<file path="src/c26_pkg.sv">
// c26_pkg: constants, mode codes and opcode encodings for the 26-bit
// compatibility status update block.
// assumes a single core clock domain; users import c26_pkg::*.
package c26_pkg;
    localparam int C26_XLEN = 32;
    localparam int C26_MODE_W = 5;
    localparam int C26_NUM_SAVED = 5;
    localparam int C26_NUM_MODES = 10;
    localparam int C26_TOP_ZERO_BITS = 6;

    localparam logic [4:0] C26_MODE_USER_NARROW_MODE = 5'h00;
    localparam logic [4:0] C26_MODE_FAST_IRQ_NARROW_MODE = 5'h01;
    localparam logic [4:0] C26_MODE_IRQ_NARROW_MODE = 5'h02;
    localparam logic [4:0] C26_MODE_SUPERVISOR_NARROW_MODE = 5'h03;
    localparam logic [4:0] C26_MODE_USR32 = 5'h10;
    localparam logic [4:0] C26_MODE_FIQ32 = 5'h11;
    localparam logic [4:0] C26_MODE_IRQ32 = 5'h12;
    localparam logic [4:0] C26_MODE_SVC32 = 5'h13;
    localparam logic [4:0] C26_MODE_ABT32 = 5'h17;
    localparam logic [4:0] C26_MODE_UND32 = 5'h1B;

    localparam logic [3:0] C26_OP_AND = 4'h0;
    localparam logic [3:0] C26_OP_EOR = 4'h1;
    localparam logic [3:0] C26_OP_SUB = 4'h2;
    localparam logic [3:0] C26_OP_ADD = 4'h4;
    localparam logic [3:0] C26_OP_TST = 4'h8;
    localparam logic [3:0] C26_OP_TEQ = 4'h9;
    localparam logic [3:0] C26_OP_CMP = 4'hA;
    localparam logic [3:0] C26_OP_CMN = 4'hB;
    localparam logic [3:0] C26_OP_MOV = 4'hD;
    localparam logic [3:0] C26_REG_PC = 4'hF;

    localparam int C26_BIT_N = 31;
    localparam int C26_BIT_Z = 30;
    localparam int C26_BIT_C = 29;
    localparam int C26_BIT_V = 28;
    localparam int C26_BIT_I = 7;
    localparam int C26_BIT_F = 6;
    localparam int C26_RES_I = 27;
    localparam int C26_RES_F = 26;

    localparam logic [31:0] C26_STATUS_RESET = 32'h000000D3;
    localparam int C26_STATUS_CYCLES = 3;

    typedef enum logic [1:0] {C26_EXC_NONE, C26_EXC_FIQ, C26_EXC_IRQ, C26_EXC_SVC} c26_exc_unused_t;
endpackage : c26_pkg

</file>
<file path="src/c26_alu.sv">
// c26_alu: combinational data-processing result and flags.
// assumes operands are already shifted; only the opcodes below are served.
`timescale 1ns/1ps
module c26_alu (
    input wire logic [3:0] opcode,
    input wire logic [31:0] op_a,
    input wire logic [31:0] op_b,
    input wire logic carry_in,
    output logic [31:0] result,
    output logic carry_out,
    output logic overflow
);
    import c26_pkg::*;
    wire logic [32:0] sum_w = {1'b0, op_a} + {1'b0, op_b};
    wire logic [32:0] diff_w = {1'b0, op_a} + {1'b0, ~op_b} + 33'h000000001;
    wire logic is_add = (opcode == C26_OP_ADD) || (opcode == C26_OP_CMN);
    wire logic is_sub = (opcode == C26_OP_SUB) || (opcode == C26_OP_CMP);
    wire logic is_and = (opcode == C26_OP_AND) || (opcode == C26_OP_TST);
    wire logic is_eor = (opcode == C26_OP_EOR) || (opcode == C26_OP_TEQ);

    always_comb begin
        result = op_b;
        carry_out = carry_in;
        overflow = 1'b0;
        if (is_add) begin
            result = sum_w[31:0];
            carry_out = sum_w[32];
            overflow = (op_a[31] == op_b[31]) && (sum_w[31] != op_a[31]);
        end else if (is_sub) begin
            result = diff_w[31:0];
            carry_out = diff_w[32];
            overflow = (op_a[31] != op_b[31]) && (diff_w[31] != op_a[31]);
        end else if (is_and) begin
            result = op_a & op_b;
        end else if (is_eor) begin
            result = op_a ^ op_b;
        end
    end
endmodule : c26_alu

</file>
<file path="src/c26_bank.sv">
// c26_bank: one saved status word, loaded when its exception is taken.
// assumes capture strobes are one-cycle pulses.
`timescale 1ns/1ps
module c26_bank (
    input wire logic core_clk,
    input wire logic rst,
    input wire logic capture,
    input wire logic [31:0] capture_value,
    output logic [31:0] saved_value
);
    import c26_pkg::*;
    always_ff @(posedge core_clk) begin
        if (rst) begin
            saved_value <= C26_STATUS_RESET;
        end else if (capture) begin
            saved_value <= capture_value;
        end
    end
endmodule : c26_bank

</file>
<file path="src/c26_status_update.sv">
// c26_status_update: decode and status-word update for 26-bit compatible
// data processing, status-writing compares and load-multiple of the pc.
// assumes one instruction presented at a time with issue held until done;
// shifted operand and extra shift cycles come from the issuing stage.
//
// Notes on behaviour
// - compare forms with destination all ones become status-writing; normal flags suppressed.
// - status-writing compares compute sum, difference, exclusive or, and.
// - user mode copies result bits 31..28 into N Z C V only.
// - privileged modes copy bits 31..26 and bits 1..0 into flags, I, F, mode.
// - status-writing compares take three cycles plus extra shift cycles.
// - flag-setting data processing to the pc is legal in user mode.
// - pc writes with S set never copy the saved status word.
// - load-multiple with pc and S is legal in user mode, sets flags.
// - privileged load-multiple sets flags, I, F and low mode bits.
// - no address exception in 26-bit modes; aborts come from outside.
// - 26-bit cycle counts equal the 32-bit ones.
// - no width configuration pins; always full 32-bit program and data.
// - ten operating modes are recognised.
// - five saved status words, each captured on an exception into its 32-bit mode.
// - mode field is five bits wide, three more than the older format.
// - both widths share banks pairwise; abort and undefined have their own.
// - top six pc bits held at zero in any 26-bit mode, except in the cycle an exception vector is loaded.
// - mode codes 00000 to 00011 select the four 26-bit modes.
`timescale 1ns/1ps
module c26_status_update #(
    parameter int EXTRA_W = 2
) (
    input wire logic core_clk,
    input wire logic rst,
    input wire logic issue,
    input wire logic [31:0] instr,
    input wire logic [31:0] op_a,
    input wire logic [31:0] op_b,
    input wire logic shift_carry,
    input wire logic [EXTRA_W-1:0] extra_cycles,
    input wire logic [31:0] loaded_pc_word,
    input wire logic exc_take,
    input wire logic [c26_pkg::C26_MODE_W-1:0] exc_mode,
    input wire logic [31:0] exc_vector,
    input wire logic [31:0] next_seq_pc,
    output logic busy,
    output logic done,
    output logic illegal,
    output logic reg_write,
    output logic [3:0] reg_dest,
    output logic [31:0] reg_data,
    output logic [31:0] current_status_word,
    output logic [31:0] saved_status_word,
    output logic [31:0] pc,
    output logic narrow_mode,
    output logic [1:0] bank_sel,
    output logic address_exception
);
    import c26_pkg::*;

    // the cycle counter is five bits wide, so wider extra counts would wrap
    if (EXTRA_W < 1 || EXTRA_W > 4) begin : g_bad_extra
        $error("c26_status_update: EXTRA_W must be 1..4");
    end

    typedef enum logic [1:0] {C26_IDLE, C26_RUN, C26_FINISH} c26_state_t;
    c26_state_t state;
    c26_state_t next_state;
    logic [4:0] count;
    logic [4:0] next_count;
    logic [31:0] held_result;
    logic [3:0] held_dest;
    logic held_wr;
    logic held_status;
    logic held_setflags;
    logic held_c;
    logic held_v;
    logic held_is_ldm;

    // instruction field decode
    wire logic is_dp = (instr[27:26] == 2'b00) && !(instr[25] == 1'b0 && instr[7] && instr[4]);
    wire logic is_ldm = (instr[27:25] == 3'b100) && instr[20];
    wire logic [3:0] opc = instr[24:21];
    wire logic s_bit = instr[20];
    wire logic [3:0] rd = instr[15:12];
    wire logic is_cmp_class = opc[3:2] == 2'b10;
    wire logic dest_all_ones = rd == C26_REG_PC;
    wire logic cmp_status = is_dp && is_cmp_class && s_bit && dest_all_ones;
    wire logic dp_pc_s = is_dp && !is_cmp_class && s_bit && dest_all_ones;
    wire logic ldm_pc_s = is_ldm && instr[15] && instr[22];
    wire logic writes_status = cmp_status || dp_pc_s;

    // mode decode
    wire logic [4:0] mode = current_status_word[C26_MODE_W-1:0];
    wire logic mode_narrow = mode[4:2] == 3'b000;
    wire logic mode_user = (mode == C26_MODE_USER_NARROW_MODE) || (mode == C26_MODE_USR32);
    wire logic mode_known = mode_narrow
        || mode == C26_MODE_USR32 || mode == C26_MODE_FIQ32
        || mode == C26_MODE_IRQ32 || mode == C26_MODE_SVC32
        || mode == C26_MODE_ABT32 || mode == C26_MODE_UND32;

    wire logic [31:0] alu_result;
    wire logic alu_c;
    wire logic alu_v;
    c26_alu u_alu (
        .opcode(opc),
        .op_a(op_a),
        .op_b(op_b),
        .carry_in(shift_carry),
        .result(alu_result),
        .carry_out(alu_c),
        .overflow(alu_v)
    );

    // saved status words, one per exception mode
    wire logic [31:0] saved_all [C26_NUM_SAVED];
    wire logic [4:0] exc_idx;
    assign exc_idx = exc_mode[4:0];
    genvar g;
    generate
        for (g = 0; g < C26_NUM_SAVED; g++) begin : g_saved
            wire logic [4:0] owner_mode = (g == 0) ? C26_MODE_FIQ32 :
                (g == 1) ? C26_MODE_IRQ32 : (g == 2) ? C26_MODE_SVC32 :
                (g == 3) ? C26_MODE_ABT32 : C26_MODE_UND32;
            c26_bank u_bank (
                .core_clk(core_clk),
                .rst(rst),
                .capture(exc_take && exc_idx == owner_mode),
                .capture_value(current_status_word),
                .saved_value(saved_all[g])
            );
        end
    endgenerate

    // low two mode bits pick the bank for both widths; abort and undefined are picked by the full mode
    wire logic [2:0] saved_idx = (mode[1:0] == 2'b01) ? 3'h0 :
        (mode[1:0] == 2'b10) ? 3'h1 :
        (mode == C26_MODE_ABT32) ? 3'h3 :
        (mode == C26_MODE_UND32) ? 3'h4 : 3'h2;
    wire logic [1:0] next_bank = (mode == C26_MODE_ABT32) ? 2'h2 :
        (mode == C26_MODE_UND32) ? 2'h3 :
        (mode[1:0] == 2'b01) ? 2'h1 : 2'h0;

    // status word image from a source value; the saved word is never used here
    function automatic logic [31:0] c26_apply(input logic [31:0] cur, input logic [31:0] src,
                                             input logic user);
        logic [31:0] res;
        res = cur;
        res[C26_BIT_N:C26_BIT_V] = src[31:28];
        if (!user) begin
            res[C26_BIT_I] = src[C26_RES_I];
            res[C26_BIT_F] = src[C26_RES_F];
            res[1:0] = src[1:0];
        end
        return res;
    endfunction : c26_apply

    wire logic [31:0] dp_status = c26_apply(current_status_word, held_result, mode_user);
    wire logic [31:0] ldm_status = c26_apply(current_status_word, loaded_pc_word, mode_user);
    wire logic [31:0] flag_status = {held_result[31], held_result == 32'h00000000,
                                     held_c, held_v, current_status_word[27:0]};

    // cycle budget; same for both widths since mode does not enter it
    wire logic [4:0] base_count = cmp_status ? 5'(C26_STATUS_CYCLES) : 5'h01;
    wire logic [4:0] issue_count = base_count + 5'(extra_cycles);

    always_comb begin
        next_state = state;
        next_count = count;
        case (state)
            C26_IDLE: begin
                if (issue && (is_dp || ldm_pc_s)) begin
                    next_state = (issue_count > 5'h01) ? C26_RUN : C26_FINISH;
                    next_count = issue_count - 5'h01;
                end
            end
            C26_RUN: begin
                next_count = count - 5'h01;
                if (count == 5'h01) begin
                    next_state = C26_FINISH;
                end
            end
            C26_FINISH: begin
                next_state = C26_IDLE;
                next_count = 5'h00;
            end
            default: begin
                next_state = C26_IDLE;
                next_count = 5'h00;
            end
        endcase
    end

    wire logic start = state == C26_IDLE && issue && (is_dp || ldm_pc_s);
    // done rises on the same edge as the status and pc load of the finish cycle
    wire logic finish = state == C26_FINISH;
    // narrow modes clamp the top six bits on every pc update except the exception vector load
    wire logic [31:0] pc_mask = mode_narrow ? 32'h03FFFFFF : 32'hFFFFFFFF;
    wire logic [31:0] pc_target = held_is_ldm ? loaded_pc_word : held_result;

    always_ff @(posedge core_clk) begin
        if (rst) begin
            state <= C26_IDLE;
            count <= 5'h00;
        end else begin
            state <= next_state;
            count <= next_count;
        end
    end

    always_ff @(posedge core_clk) begin
        if (rst) begin
            held_result <= 32'h00000000;
            held_dest <= 4'h0;
            held_wr <= 1'b0;
            held_status <= 1'b0;
            held_setflags <= 1'b0;
            held_c <= 1'b0;
            held_v <= 1'b0;
            held_is_ldm <= 1'b0;
        end else if (start) begin
            held_result <= alu_result;
            held_dest <= rd;
            held_wr <= !is_cmp_class && !ldm_pc_s;
            held_status <= writes_status || ldm_pc_s;
            held_setflags <= s_bit && !dest_all_ones && !ldm_pc_s;
            held_c <= alu_c;
            held_v <= alu_v;
            held_is_ldm <= ldm_pc_s;
        end
    end

    always_ff @(posedge core_clk) begin
        if (rst) begin
            current_status_word <= C26_STATUS_RESET;
            pc <= 32'h00000000;
        end else if (exc_take) begin
            // exceptions land in whatever mode exc_mode gives, 26-bit or 32-bit
            current_status_word <= {current_status_word[31:5], exc_mode};
            pc <= exc_vector;
        end else if (state == C26_FINISH) begin
            if (held_status) begin
                current_status_word <= held_is_ldm ? ldm_status : dp_status;
            end else if (held_setflags) begin
                current_status_word <= flag_status;
            end
            if (held_status && !(held_wr == 1'b0 && !held_is_ldm)) begin
                pc <= pc_target & pc_mask;
            end else if (held_wr && held_dest == C26_REG_PC) begin
                pc <= held_result & pc_mask;
            end else begin
                pc <= next_seq_pc & pc_mask;
            end
        end else begin
            pc <= pc & pc_mask;
        end
    end

    always_ff @(posedge core_clk) begin
        if (rst) begin
            busy <= 1'b0;
            done <= 1'b0;
            illegal <= 1'b0;
            reg_write <= 1'b0;
            reg_dest <= 4'h0;
            reg_data <= 32'h00000000;
            saved_status_word <= C26_STATUS_RESET;
            narrow_mode <= 1'b1;
            bank_sel <= 2'h0;
            address_exception <= 1'b0;
        end else begin
            busy <= next_state != C26_IDLE;
            done <= finish;
            illegal <= issue && state == C26_IDLE && !mode_known;
            reg_write <= state == C26_FINISH && held_wr && held_dest != C26_REG_PC;
            reg_dest <= held_dest;
            reg_data <= held_result;
            saved_status_word <= saved_all[saved_idx];
            // narrow_mode stays low in the exception cycle, whose vector load into the pc is not clamped
            narrow_mode <= mode_narrow && !exc_take;
            bank_sel <= next_bank;
            address_exception <= 1'b0;
        end
    end
endmodule : c26_status_update

</file>
<file path="config.mk">
export PLATFORM = sky130hd
export DESIGN_NAME = c26_status_update
export DESIGN_NICKNAME = d
export VERILOG_FILES = /design/src/c26_pkg.sv /design/src/c26_alu.sv /design/src/c26_bank.sv /design/src/c26_status_update.sv
export SDC_FILE = /design/constraint.sdc
export NUM_CORES = 1
export LEC_CHECK = 0
export BUFFER_PORTS_ARGS = -buffer_cell sky130_fd_sc_hd__clkbuf_2
export CAP_MARGIN = 5
export CORE_MARGIN = 2
export CORE_UTILIZATION = 58
export CTS_CLUSTER_DIAMETER = 100
export CTS_CLUSTER_SIZE = 12
export DETAILED_ROUTE_END_ITERATION = 10
export MAX_ROUTING_LAYER = met4
export PLACE_DENSITY = 0.92
export SETUP_SLACK_MARGIN = 0.15
export SYNTH_ARGS = -nofsm -noshare
export SYNTH_HDL_FRONTEND = slang
export SYNTH_SLANG_ARGS = --single-unit
</file>
<file path="constraint.sdc">
create_clock -name core_clk -period 5.76 [get_ports core_clk]
set_clock_uncertainty 0.15 [all_clocks]
set_input_delay 0.864 -clock core_clk [delete_from_list [all_inputs] [get_ports core_clk]]
set_output_delay 0.864 -clock core_clk [all_outputs]
set_load 0.01 [all_outputs]
</file>
## Word-level counts from Yosys, hierarchy flattened

Cells that the tools add are included.

- Add/sub/neg operators: 6
- $lt $le $gt $ge: 2
- Eq/ne operators: 34
- Multiplexer cells: 40
- Bitwise logic cells: 12
- Reduce and logical (&&, ||, !) cells: 68

Operators by type and width:

| cell | number |
|---|---|
| $mux W32 | 15 |
| $and A32 B32 Y32 | 5 |
| $bmux W32 S3 | 1 |
| $add A32 B32 Y33 | 2 |
| $eq A5 B5 Y1 const B | 11 |
| $add A33 B1 Y33 const B | 1 |
| $logic_and A1 B1 Y1 | 32 |
| $logic_not A32 Y1 | 1 |
| $not A32 Y32 | 1 |
| $xor A32 B32 Y32 | 1 |
| $eq A4 B4 Y1 const B | 6 |
| $mux W2 | 10 |
| $mux W5 | 3 |
| $logic_or A1 B1 Y1 | 14 |
| $mux W3 | 4 |
| $pmux W5 S2 | 1 |
| $logic_not A1 Y1 | 8 |
| $reduce_bool A2 Y1 | 4 |
| $eq A2 B2 Y1 const B | 3 |
| $reduce_and A3 Y1 | 2 |
| $eq A5 B1 Y1 const B | 1 |
| $logic_not A5 Y1 | 1 |
| $mux W1 | 5 |
| $sub A5 B1 Y5 const B | 1 |
| other kinds (21) | 29 |

- Register bits: 222
- Input bits: 204
- Output and inout port bits: 140
- Word-level logic and storage cells: 192

## Longest topological paths before layout

Gate-level depths: netlist (run 1).

- Depth after elaboration: 15
- Mapped depth: 14
- Gate-level depth less buffers: 14

## Cells and area by module

From an unflattened synthesis (run 1), not the netlist that was laid out.

- Cell total of the unflattened synthesis: 2,346
- Area, all modules: 19,292.3 um^2

Modules (own cells, without submodules):

| module | times used | cells an instance | area an instance (um^2) |
|---|---|---|---|
| c26_status_update | 1 | 1,061 | 8,624.5 |
| c26_bank | 5 | 103 | 1,171.1 |
| c26_alu | 1 | 770 | 4,812.1 |

## Worst setup path after synthesis (run 1)

Ideal clock, no wire load.

- Path type: input to register
- From: input op_b[1]
- To: register held_v
- Library setup time: 0.119 ns
- Arrival: 3.285 ns
- Path slack: 2.207 ns
- Cell stages on the path: 12
- Path buffers: 0
- Cell sequence: inv_1 ha_1 nor2b_1 o21a_1 a311o_1 a2111oi_2 a21oi_1 a31oi_2 o21ai_1 xor2_1 a21o_1 o221a_1

- Word-level cells in the longest chain between the ends: 7

Ends and longest elaborated chain:

| element | line | RTL |
|---|---|---|
| start, declared | c26_status_update.sv:34 | `input wire logic [31:0] op_b,` |
| $not A32 Y32 | c26_alu.sv:15 | `wire logic [32:0] diff_w = {1'b0, op_a} + {1'b0, ~op_b} + 33'h000000001;` |
| $add A32 B32 Y33 | c26_alu.sv:15 |  |
| $add A33 B1 Y33 | c26_alu.sv:15 |  |
| $ne A1 B1 Y1 | c26_alu.sv:32 | `overflow = (op_a[31] != op_b[31]) && (diff_w[31] != op_a[31]);` |
| $logic_and A1 B1 Y1 | c26_alu.sv:32 |  |
| $mux W1 | c26_alu.sv:29 | `end else if (is_sub) begin` |
| $mux W1 * | c26_alu.sv:25 | `if (is_add) begin` |
| end signal, assigned | c26_status_update.sv:224 | `held_v <= alu_v;` |
| end, declared | c26_status_update.sv:73 | `logic held_v;` |

Every way passes the cells marked *; elsewhere a longest branch is shown, timed or not.
A chain may end at the register's enable or synchronous reset.

## Worst setup path after layout (run 1)

- From: input op_a[0]
- To: register held_result[26]

- Word-level cells in the longest chain between the ends: 4

Ends and longest elaborated chain:

| element | line | RTL |
|---|---|---|
| start, declared | c26_status_update.sv:33 | `input wire logic [31:0] op_a,` |
| $add A32 B32 Y33 | c26_alu.sv:15 |  |
| $add A33 B1 Y33 | c26_alu.sv:15 |  |
| $mux W32 | c26_alu.sv:29 |  |
| $mux W32 * | c26_alu.sv:25 |  |
| end signal, assigned | c26_status_update.sv:218 | `held_result <= alu_result;` |
| end, declared | c26_status_update.sv:67 | `logic [31:0] held_result;` |

Marks and branches as above.

==> out/results.ini, run 1 <==
[min_path]
hold_class = reg -> reg
whs_path_depth = 2
hold_start = g_saved[2].u_bank.saved_value[0]
min_to = g_saved[2].u_bank.saved_value[0]

[synth]
synth_compound_area_share_pct = 23.1
synthMuxAreaShare_pct = 9.81
ys_ff_latch = 201
synth_xor_area_share_pct = 2.47
yosysSeqAreaShare_pct = 30.6
synth_cell_type_count = 83
ys.flop_type = dfxtp_1
synth_edf_count = 0
synth_fa_ha_area_share_pct = 7.13
syn_area_um2 = 13100
synth_top_family_by_area = compound AO/OA/AOI/OAI gates
syn-instance-count = 1653
yosys.area_share.simple_pct = 18.4
ys_async_sr_fraction_pct = 0
ys_warn_count = 0
postSynthAreaPerCell_um2 = 7.94

[die]
start_util_pct = 58.5
die_y_um = 154
ioPinCount = 344
rows = 55
die_w_um = 154
core_area_um2 = 22400
dieArea_um2 = 23900

[route]
remaining_drc_errors = 0
drt_iter0_drc = 1410
via_per_inst = 6.28
firstDrtPassIters = 7
vias = 13500
wl_per_cell_um = 20.8
wl_um = 44600
ant_nets = 0

[final_layout]
diodes = 0
drive_above_1_share_pct = 19.9
design_area_um2 = 14900
area_delta_synth_final_pct = 13.8
final_nets = 2138

[power]
p_sw_share_pct = 31.3
power.internal_mw = 2.38
p_sw_mw = 1.09
p_leak_nw = 6.54
powerDensity_nw_per_um2 = 232
pwr-share-clk_pct = 32.6
pwr-share-seq_pct = 43.0
ir_drop_v = 0.000216
p_comb_share_pct = 24.4

[grt]
grt_pass1_vias = 12500
grt_pass1_wl_um = 68100
grt.total_usage_pct = 36.6
met3_usage_pct = 5.55
antenna_found_initial = 0
grt_max_degree = 72
grt_busiest_layer = met2
grt_overflow = 0
use_met1_pct = 47.6
met2_usage_pct = 57.5

[critical_path]
cp-start-kind = primary input
critPathRequiredTime_ps = 6020
crit_start = op_a[0]
reg2reg_slack_ps = 2710
r2r_cells = 9
crit_type = in -> reg
crit_fanout = 4
r2r-end = pc[10]
cp.arrival_ps = 4270
worstReg2RegStart = held_is_ldm
cp-end-kind = register

[cts]
cts.clk_slew.worst_paths_ps = 60
cts_sinks = 201
clock_path_buffers = 3
postCtsResizedCells = 0
clkLatencyLatePin_ps = 500
postCtsSetupRepairBufs = 0
cts_tree = done
cts_buffers = 20
htree_levels = 1
cts-root-buf = clkbuf_16
cts_hold_buf = 0

[timing]
finalSetupViolations = 0
final.setup.tns_ps = 0
timing.fmax_mhz = 249
drv_slew = 0
period_share_pct = 69.6
fin_crit_ps = 4010
hold_viol = 0
worst_slew_pin_slew_ps = 1260
maxSlewHeadroom_pct = 15.3
grt_setup_unrepaired = false

[placed_design]
postPlaceCellArea_um2 = 14400
place.gp.congestion = 1.02
dpl.hpwl_um = 33400
numPortBuffers = 282

[job]
max-cap-violations = 0

[run_status]
outcome = finished clean

-- Yosys cell counts (45+ instances only) --
library cell  number  share of area, %
a21oi_1          147               5.6
buf_4             53               3.0
clkbuf_1          80               2.3
dfxtp_1          201                31
ha_1              70               6.7
inv_1             71               2.0
mux2i_1           95               7.2
nand2_1          118               3.4
nor2_1           232               6.6
nor2b_1           45               2.1
nor3_1            48               1.8
o21ai_0           67               2.6
o22ai_1           49               2.3
-- cell usage in the layout (no fill, tap or decap), types with 23 or more instances in the layout --
cell and n:
a21oi_1 147, nand2_1 118, ha_1 70, mux2i_1 95
nor3_1 46, nor2b_1 45, nor2_1 231, inv_1 71
dfxtp_1 201, o22ai_1 49, conb_1 43, xnor2_1 28
a211oi_1 23, o21ai_0 66, clkbuf_2 281
-- area by class of cell --
class	instances	area, um2
flip-flops and latches	201	4020
well taps	285	357
repair buffers	302	1570
multi-input cells	1263	8200
fillers	1855	7490
inverters	73	274
clock inverters	2	21.3
clock buffers	20	500
-- how the worst max path moves through the flow --
stage / endpoint / slack, ps / cells past startpoint
after global placement: held_result[26] / 1440 / 15
after global routing: held_result[26] / 1510 / 15
after floorplan: held_v / 2210 / 12
after CTS: held_result[26] / 1910 / 15
after detailed placement: held_result[26] / 1420 / 15
final: held_result[26] / 1750 / 15
-- metrics by stage --
step / power (mW) / cells / utilization [%] / hold slack, ps / setup WS, ps
floorplan: 2.09 / 1695 / - / 282 / 2210
CTS: 3.45 / 2145 / 66.5 / 323 / 1910
detailed placement: 2.34 / 2123 / 64.2 / 307 / 1420
global route: 3.60 / 2146 / 66.6 / 340 / 1510
finish: 3.47 / 2146 / 66.6 / 323 / 1750
global placement: 2.32 / 2123 / 64.2 / 297 / 1440
-- power by group through the flow --
stage	clock, mW	sequential (mW)	combinational [mW]
global placement	0	1.52	0.804
detailed placement	0	1.52	0.818
finish	1.13	1.49	0.846
CTS	1.13	1.49	0.823
floorplan	0	1.50	0.584
global route	1.19	1.49	0.914
-- flip-flops by register name, summed over array words and instances, names as in the netlist, 2 cells and up --
register and cells:
current_status_word 11, count 5, reg_data 32, bank_sel 2
reg_dest 4, saved_status_word 11, pc 32, held_dest 4
g_saved.u_bank.saved_value 55, state 2, held_result 32
-- metal layers --
metal	up-vias	wire, um
li1	6204	-
met1	6240	17600
met3	142	4800
met4	0	1780
met5	-	0
met2	885	20400
-- kinds of logic (layout without fill, tap and decap cells) --
kind of cell               Yosys count  count (layout)
adders and majority gates           73              73
buffers and inverters              231             397
and+or+nand+nor                    531             531
AOI/OAI and AO/OA                  465             465
DFF                                201             201
xor gates and xnor gates            37              37
muxes                              114             114
other                                1              43
-- worst max-delay path, stage by stage --
cell and delay (ps):
clkbuf_2 110, inv_1 60, ha_1 190, inv_1 70, fa_1 440, a211oi_1 240
nor2_1 110, o31ai_1 390, nand2_1 240, a211oi_2 370, o21bai_1 120, a21oi_1 500
o211a_1 230, o21ai_0 100, a31oi_1 240
(Power assumes the default switching activity.)
==> inputs of run 2 (changes only) <==
Settings changed: CORE_UTILIZATION 58 to 49, PLACE_DENSITY 0.92 to 0.83.
Clock period 5.76 ns to 3.3 ns, I/O delays scaled along.
==> run 2 against run 1 <==
  * The flow now finishes with violations (design-rule violations)
  * Sequential power rose by 74%
  * Count of clock-buffer cells in the layout rose by 1
  * Worst setup slack got worse by 1500 ps
  * Register-to-register slack got worse by 2100 ps
  * Utilization fell by 4.3 points
  * Critical endpoint is now held_v
  * Highest routed layer unchanged
==> out/results.ini, run 2 (synthesis gave the netlist of run 1 again) <==
[run_status]
outcome = finished, violations left
violations = design-rule violations

[final_layout]
largest_reg_flops = 55
drive_above_1_share_pct = 26.8
final_common_cell = clkbuf_2
area_delta_synth_final_pct = 24.2
design_area_um2 = 16300
top_register = g_saved.u_bank.saved_value
final_util_pct = 62.3
final_nets = 2300
mostFrequentLayoutCells = clkbuf_2 (281), nor2_1 (232), dfxtp_1 (201), buf_4 (181), a21oi_1 (145)

[cts]
cts_tree = done
clkLatencyLatePin_ps = 500
cts_buffers = 20
cts-root-buf = clkbuf_16
cts_sinks = 201
htree_levels = 1
clock_path_buffers = 3
cts_hold_buf = 0
cts.clk_slew.worst_paths_ps = 60

[die]
rows = 59
core_area_um2 = 26200
ioPinCount = 344
start_util_pct = 50.1
die_w_um = 168
dieArea_um2 = 28100
die_y_um = 168

[placed_design]
postPlaceCellArea_um2 = 15700
numPortBuffers = 282
place.gp.congestion = 1.00
dpl.hpwl_um = 37200

[critical_path]
critPathRequiredTime_ps = 3530
crit_end = held_v
cp-end-kind = register
worstReg2RegStart = held_dest[0]
r2r_cells = 10
r2r-end = pc[21]
crit_fanout = 6
cp-start-kind = primary input
crit_type = in -> reg
reg2reg_slack_ps = 640
crit_start = op_a[0]
cp.arrival_ps = 3250

[timing]
worst_slew_pin_slew_ps = 689
fin_crit_ps = 3020
maxSlewHeadroom_pct = 54.0
period_share_pct = 91.6
finalSetupViolations = 0
hold_viol = 0
drv_slew = 0
grt_setup_unrepaired = false
timing.fmax_mhz = 331

[route]
wl_per_cell_um = 20.3
vias = 14000
via_per_inst = 5.95
drt_iter0_drc = 1522
firstDrtPassIters = 9
ant_nets = 0
wl_um = 47900
remaining_drc_errors = 1

[min_path]
hold_class = in -> reg

[power]
p_leak_nw = 7.35
ir_drop_v = 0.000222
powerDensity_nw_per_um2 = 390

[grt]
grt_pass1_wl_um = 72500
grt_max_degree = 65
grt.total_usage_pct = 33.4
grt_pass1_vias = 13200
grt_overflow = 0
antenna_found_initial = 2

[job]
max-cap-violations = 0

-- run 2: changes by cell type in the layout (fill, tap and decap cells not counted), sizes merged --
cell	change
clkbuf	+1
diode	+2
buf	+162
clkinv	-1
-- run 2: area by class of cell --
cell class | instances | area (um2)
Antenna cell | 2 | 5.00
Clock buffer | 21 | 526
Clock inverter | 1 | 5.00
Fill cell | 2328 | 9890
Inverter | 73 | 274
Multi-Input combinational cell | 1263 | 8260
Sequential cell | 201 | 4020
Tap cell | 335 | 419
Timing Repair Buffer | 464 | 2810
-- run 2: power breakdown --
| part | internal (mW) | switching, mW | leakage, nW | total (mW) |
|---|---|---|---|---|
| Clock | 1.12 | 0.908 | 0.263 | 2.03 |
| Combinational | 0.756 | 0.989 | 5.45 | 1.75 |
| Sequential | 2.51 | 0.0878 | 1.64 | 2.60 |
| Total | 4.38 | 1.98 | 7.35 | 6.37 |
-- run 2: worst max-delay path: stages --
cell	delay, ps
clkbuf_2	120
inv_1	60
ha_1	210
buf_4	120
nor2b_1	30
o21a_1	190
a311o_2	480
a2111oi_4	370
a21oi_2	130
a31oi_2	300
o21ai_1	170
xor2_1	170
a21o_1	190
o221a_1	190
-- run 2: metal layers --
| layer | global-route usage (%) | vias up | wire length [um] |
|---|---|---|---|
| li1 | - | 6527 | - |
| met1 | 43.4 | 6572 | 19800 |
| met2 | 52.8 | 801 | 21700 |
| met3 | 5.06 | 136 | 4420 |
| met4 | 12.4 | 0 | 1910 |
| met5 | - | - | 0 |
-- run 2: how the worst min path moves through the flow --
stage / slack, ps / start / end / cells after the start
finish: 80 / exc_vector[21] / pc[21] / 3
global route: 90 / exc_vector[12] / pc[12] / 3
CTS: 70 / exc_vector[5] / pc[5] / 3
detailed placement: 300 / g_saved[2].u_bank.saved_value[6] / g_saved[2].u_bank.saved_value[6] / 2
global placement: 290 / held_setflags / held_setflags / 2
floorplan: 280 / held_setflags / held_setflags / 2
-- run 2: metrics by stage --
step           total power [mW]  std cells  setup slack (ps)  hold slack, ps  setup TNS, ps
5_1_grt                    6.60       2360               141            92.8              0
3_3_place_gp               4.30       2333              -257             294          -2350
3_5_place_dp               4.32       2333              -312             303          -3460
2_1_floorplan              3.64       1695               161             282              0
6_report                   6.37       2360               277            79.6              0
4_1_cts                    6.32       2355               193            68.8              0
-- run 2: what timing repair did --
action / CTS / global route
resized for setup: 0 / 15
setup endpoints to repair: 0 / 14
setup buffers: 0 / 3
==> inputs of run 3 (changes only) <==
--- a/config.mk
+++ b/config.mk
@@ -8,11 +8,13 @@
 export BUFFER_PORTS_ARGS = -buffer_cell sky130_fd_sc_hd__clkbuf_2
 export CAP_MARGIN = 5
+export CELL_PAD_IN_SITES_DETAIL_PLACEMENT = 1
+export CELL_PAD_IN_SITES_GLOBAL_PLACEMENT = 1
 export CORE_MARGIN = 2
-export CORE_UTILIZATION = 49
+export CORE_UTILIZATION = 35
 export CTS_CLUSTER_DIAMETER = 100
 export CTS_CLUSTER_SIZE = 12
 export DETAILED_ROUTE_END_ITERATION = 10
 export MAX_ROUTING_LAYER = met4
-export PLACE_DENSITY = 0.83
+export PLACE_DENSITY = 0.82
 export SETUP_SLACK_MARGIN = 0.15
 export SYNTH_ARGS = -nofsm -noshare
==> constraint.sdc (replaced) <==
create_clock -name core_clk -period 3.3 [get_ports core_clk]
set_clock_uncertainty 0.15 [all_clocks]
set_input_delay 0.66 -clock core_clk [delete_from_list [all_inputs] [get_ports core_clk]]
set_output_delay 0.66 -clock core_clk [all_outputs]
set_load 0.01 [all_outputs]
==> run 3 against run 2 <==
  * The run now ends clean
  * Critical path depth is 1 lower
  * Utilization is 16 points lower
  * Register-to-register slack worse by 230 ps
  * Worst hold slack better by 160 ps
  * First-iteration DRC count is 34% lower
  * Count of clock-buffer cells in the layout is 1 lower
  * Wire length is 15% higher
  * Via count is 0.68% higher
  * Design area is 4.7% higher
  * Largest power group unchanged
  * Clock power hardly changed
==> out/results.ini, run 3 (synthesis gave the netlist of run 1 again) <==
[run_status]
outcome = finished clean

[grt]
grt.total_usage_pct = 27.8
grt_max_degree = 69
grt_overflow = 0
grt_pass1_vias = 14500
antenna_found_initial = 1
grt_pass1_wl_um = 83000

[route]
wl_um = 55100
via_per_inst = 5.57
ant_nets = 0
wl_per_cell_um = 21.7
vias = 14100
remaining_drc_errors = 0
firstDrtPassIters = 5
drt_iter0_drc = 997

[timing]
final.setup.tns_ps = 0
timing.fmax_mhz = 312
finalSetupViolations = 0
maxSlewHeadroom_pct = 44.9
fin_crit_ps = 3200
whs_ps = 244
worst_slew_pin_slew_ps = 825
hold_viol = 0
grt_setup_unrepaired = true
period_share_pct = 97.1
worst_slack_ps = 95.9
drv_slew = 0

[critical_path]
crit_fanout = 3
cpPeakStageDelay_ps = 580
cp.arrival_ps = 3500
crit_path_top_delay_cell = or4_4
worstReg2RegStart = held_dest[2]
cp-start-kind = primary input
critPathRequiredTime_ps = 3600
cp-end-kind = register
path_cells = buf_6 -> inv_2 -> ha_4 -> or4_4 -> nor3_4 -> nand2_1 -> a21oi_2 -> o2111ai_2 -> a21o_1 -> a221o_1 -> xor2_1 -> nor3_2 -> o221a_1
crit_type = in -> reg
crit_start = op_b[10]

[die]
rows = 70
dieArea_um2 = 39100
start_util_pct = 35.7
die_y_um = 198
die_w_um = 198
core_area_um2 = 36800
ioPinCount = 344

[cts]
cts.clk_slew.worst_paths_ps = 70
cts_sinks = 201
cts_tree = done
cts-root-buf = clkbuf_16
cts_buffers = 20
htree_levels = 1
clock_path_buffers = 3
clkLatencyLatePin_ps = 510
cts_hold_buf = 0

[placed_design]
dpl.hpwl_um = 43700
place.gp.congestion = 0.937
numPortBuffers = 282
place_ws_ps = -497

[final_layout]
final_common_cell = clkbuf_2
top_register = g_saved.u_bank.saved_value
final_nets = 2346
area_delta_synth_final_pct = 30.1
largest_reg_flops = 55
mostFrequentLayoutCells = clkbuf_2 (277), nor2_1 (230), buf_4 (224), dfxtp_1 (201), a21oi_1 (142)
drive_above_1_share_pct = 30.0

[job]
max-cap-violations = 0

[power]
power.internal_mw = 4.42
p_sw_share_pct = 31.9
p_sw_mw = 2.07
p_comb_share_pct = 29.4
ir_drop_v = 0.000233
pwr-share-clk_pct = 30.7
powerDensity_nw_per_um2 = 380
pwr-share-seq_pct = 39.9
p_leak_nw = 7.61

[min_path]
hold_class = in -> reg
hold_start = exc_vector[4]

run 3: changes by cell type in the layout (fill, tap and decap cells not counted), sizes merged:
cell	before	now
clkinv	3	4
clkbuf	302	297
diode	2	1
buf	183	233
run 3: final timing paths:
path | end | slack, ps | depth (start not counted)
worst max-delay path | held_v | 100 | 13
worst min-delay path | pc[4] | 240 | 3
worst max register to register | pc[13] | 410 | 9
worst min register to register | held_setflags | 310 | 2
run 3: layer usage:
layer	track usage (%)	up-vias	share of wire (%)
met5	-	-	0
met4	8.10	0	2.9
met3	2.10	99	5.0
met2	47.7	468	49
met1	34.9	6964	43
li1	-	6600	-
run 3: cell type report:
class | instances | area, um2
inverters | 73 | 294
fillers | 4551 | 19700
well taps | 468 | 586
flip-flops and latches | 201 | 4020
multi-input cells | 1263 | 8460
diodes | 1 | 2.50
repair buffers | 510 | 3190
clock buffers | 20 | 500
clock inverters | 2 | 21.3
run 3: timing repair:
item / in CTS / in global routing
pin swaps: 6 / 34
setup endpoints to repair: 8 / 20
setup buffers: 2 / 7
resized for setup: 5 / 48
run 3: critical path: cells and delay by family:
| kind | cells | cell delay [ps] |
|---|---|---|
| adder cells (fa/ha/maj) | 1 | 200 |
| AO/OA/AOI/OAI | 5 | 1260 |
| AND/OR/NAND/NOR | 4 | 1030 |
| XOR/XNOR | 1 | 170 |
| buffers and inverters | 2 | 160 |
run 3: per-stage QoR:
stage               total power [mW]  area, um2  std cells  util, %
CTS                             6.45      16800       2530     45.8
global placement                4.40      16300       2506     44.2
finish                          6.50      17100       2538     46.4
detailed placement              4.45      16300       2506     44.2
floorplan                       3.66      13400       1695        -
global route                    6.78      17100       2538     46.4
run 3: power by group through the flow:
stage	logic [mW]	registers, mW	clock network (mW)
detailed placement	1.81	2.64	0
finish	1.91	2.59	2.00
floorplan	1.04	2.62	0
CTS	1.83	2.59	2.03
global route	2.06	2.60	2.12
global placement	1.76	2.64	0
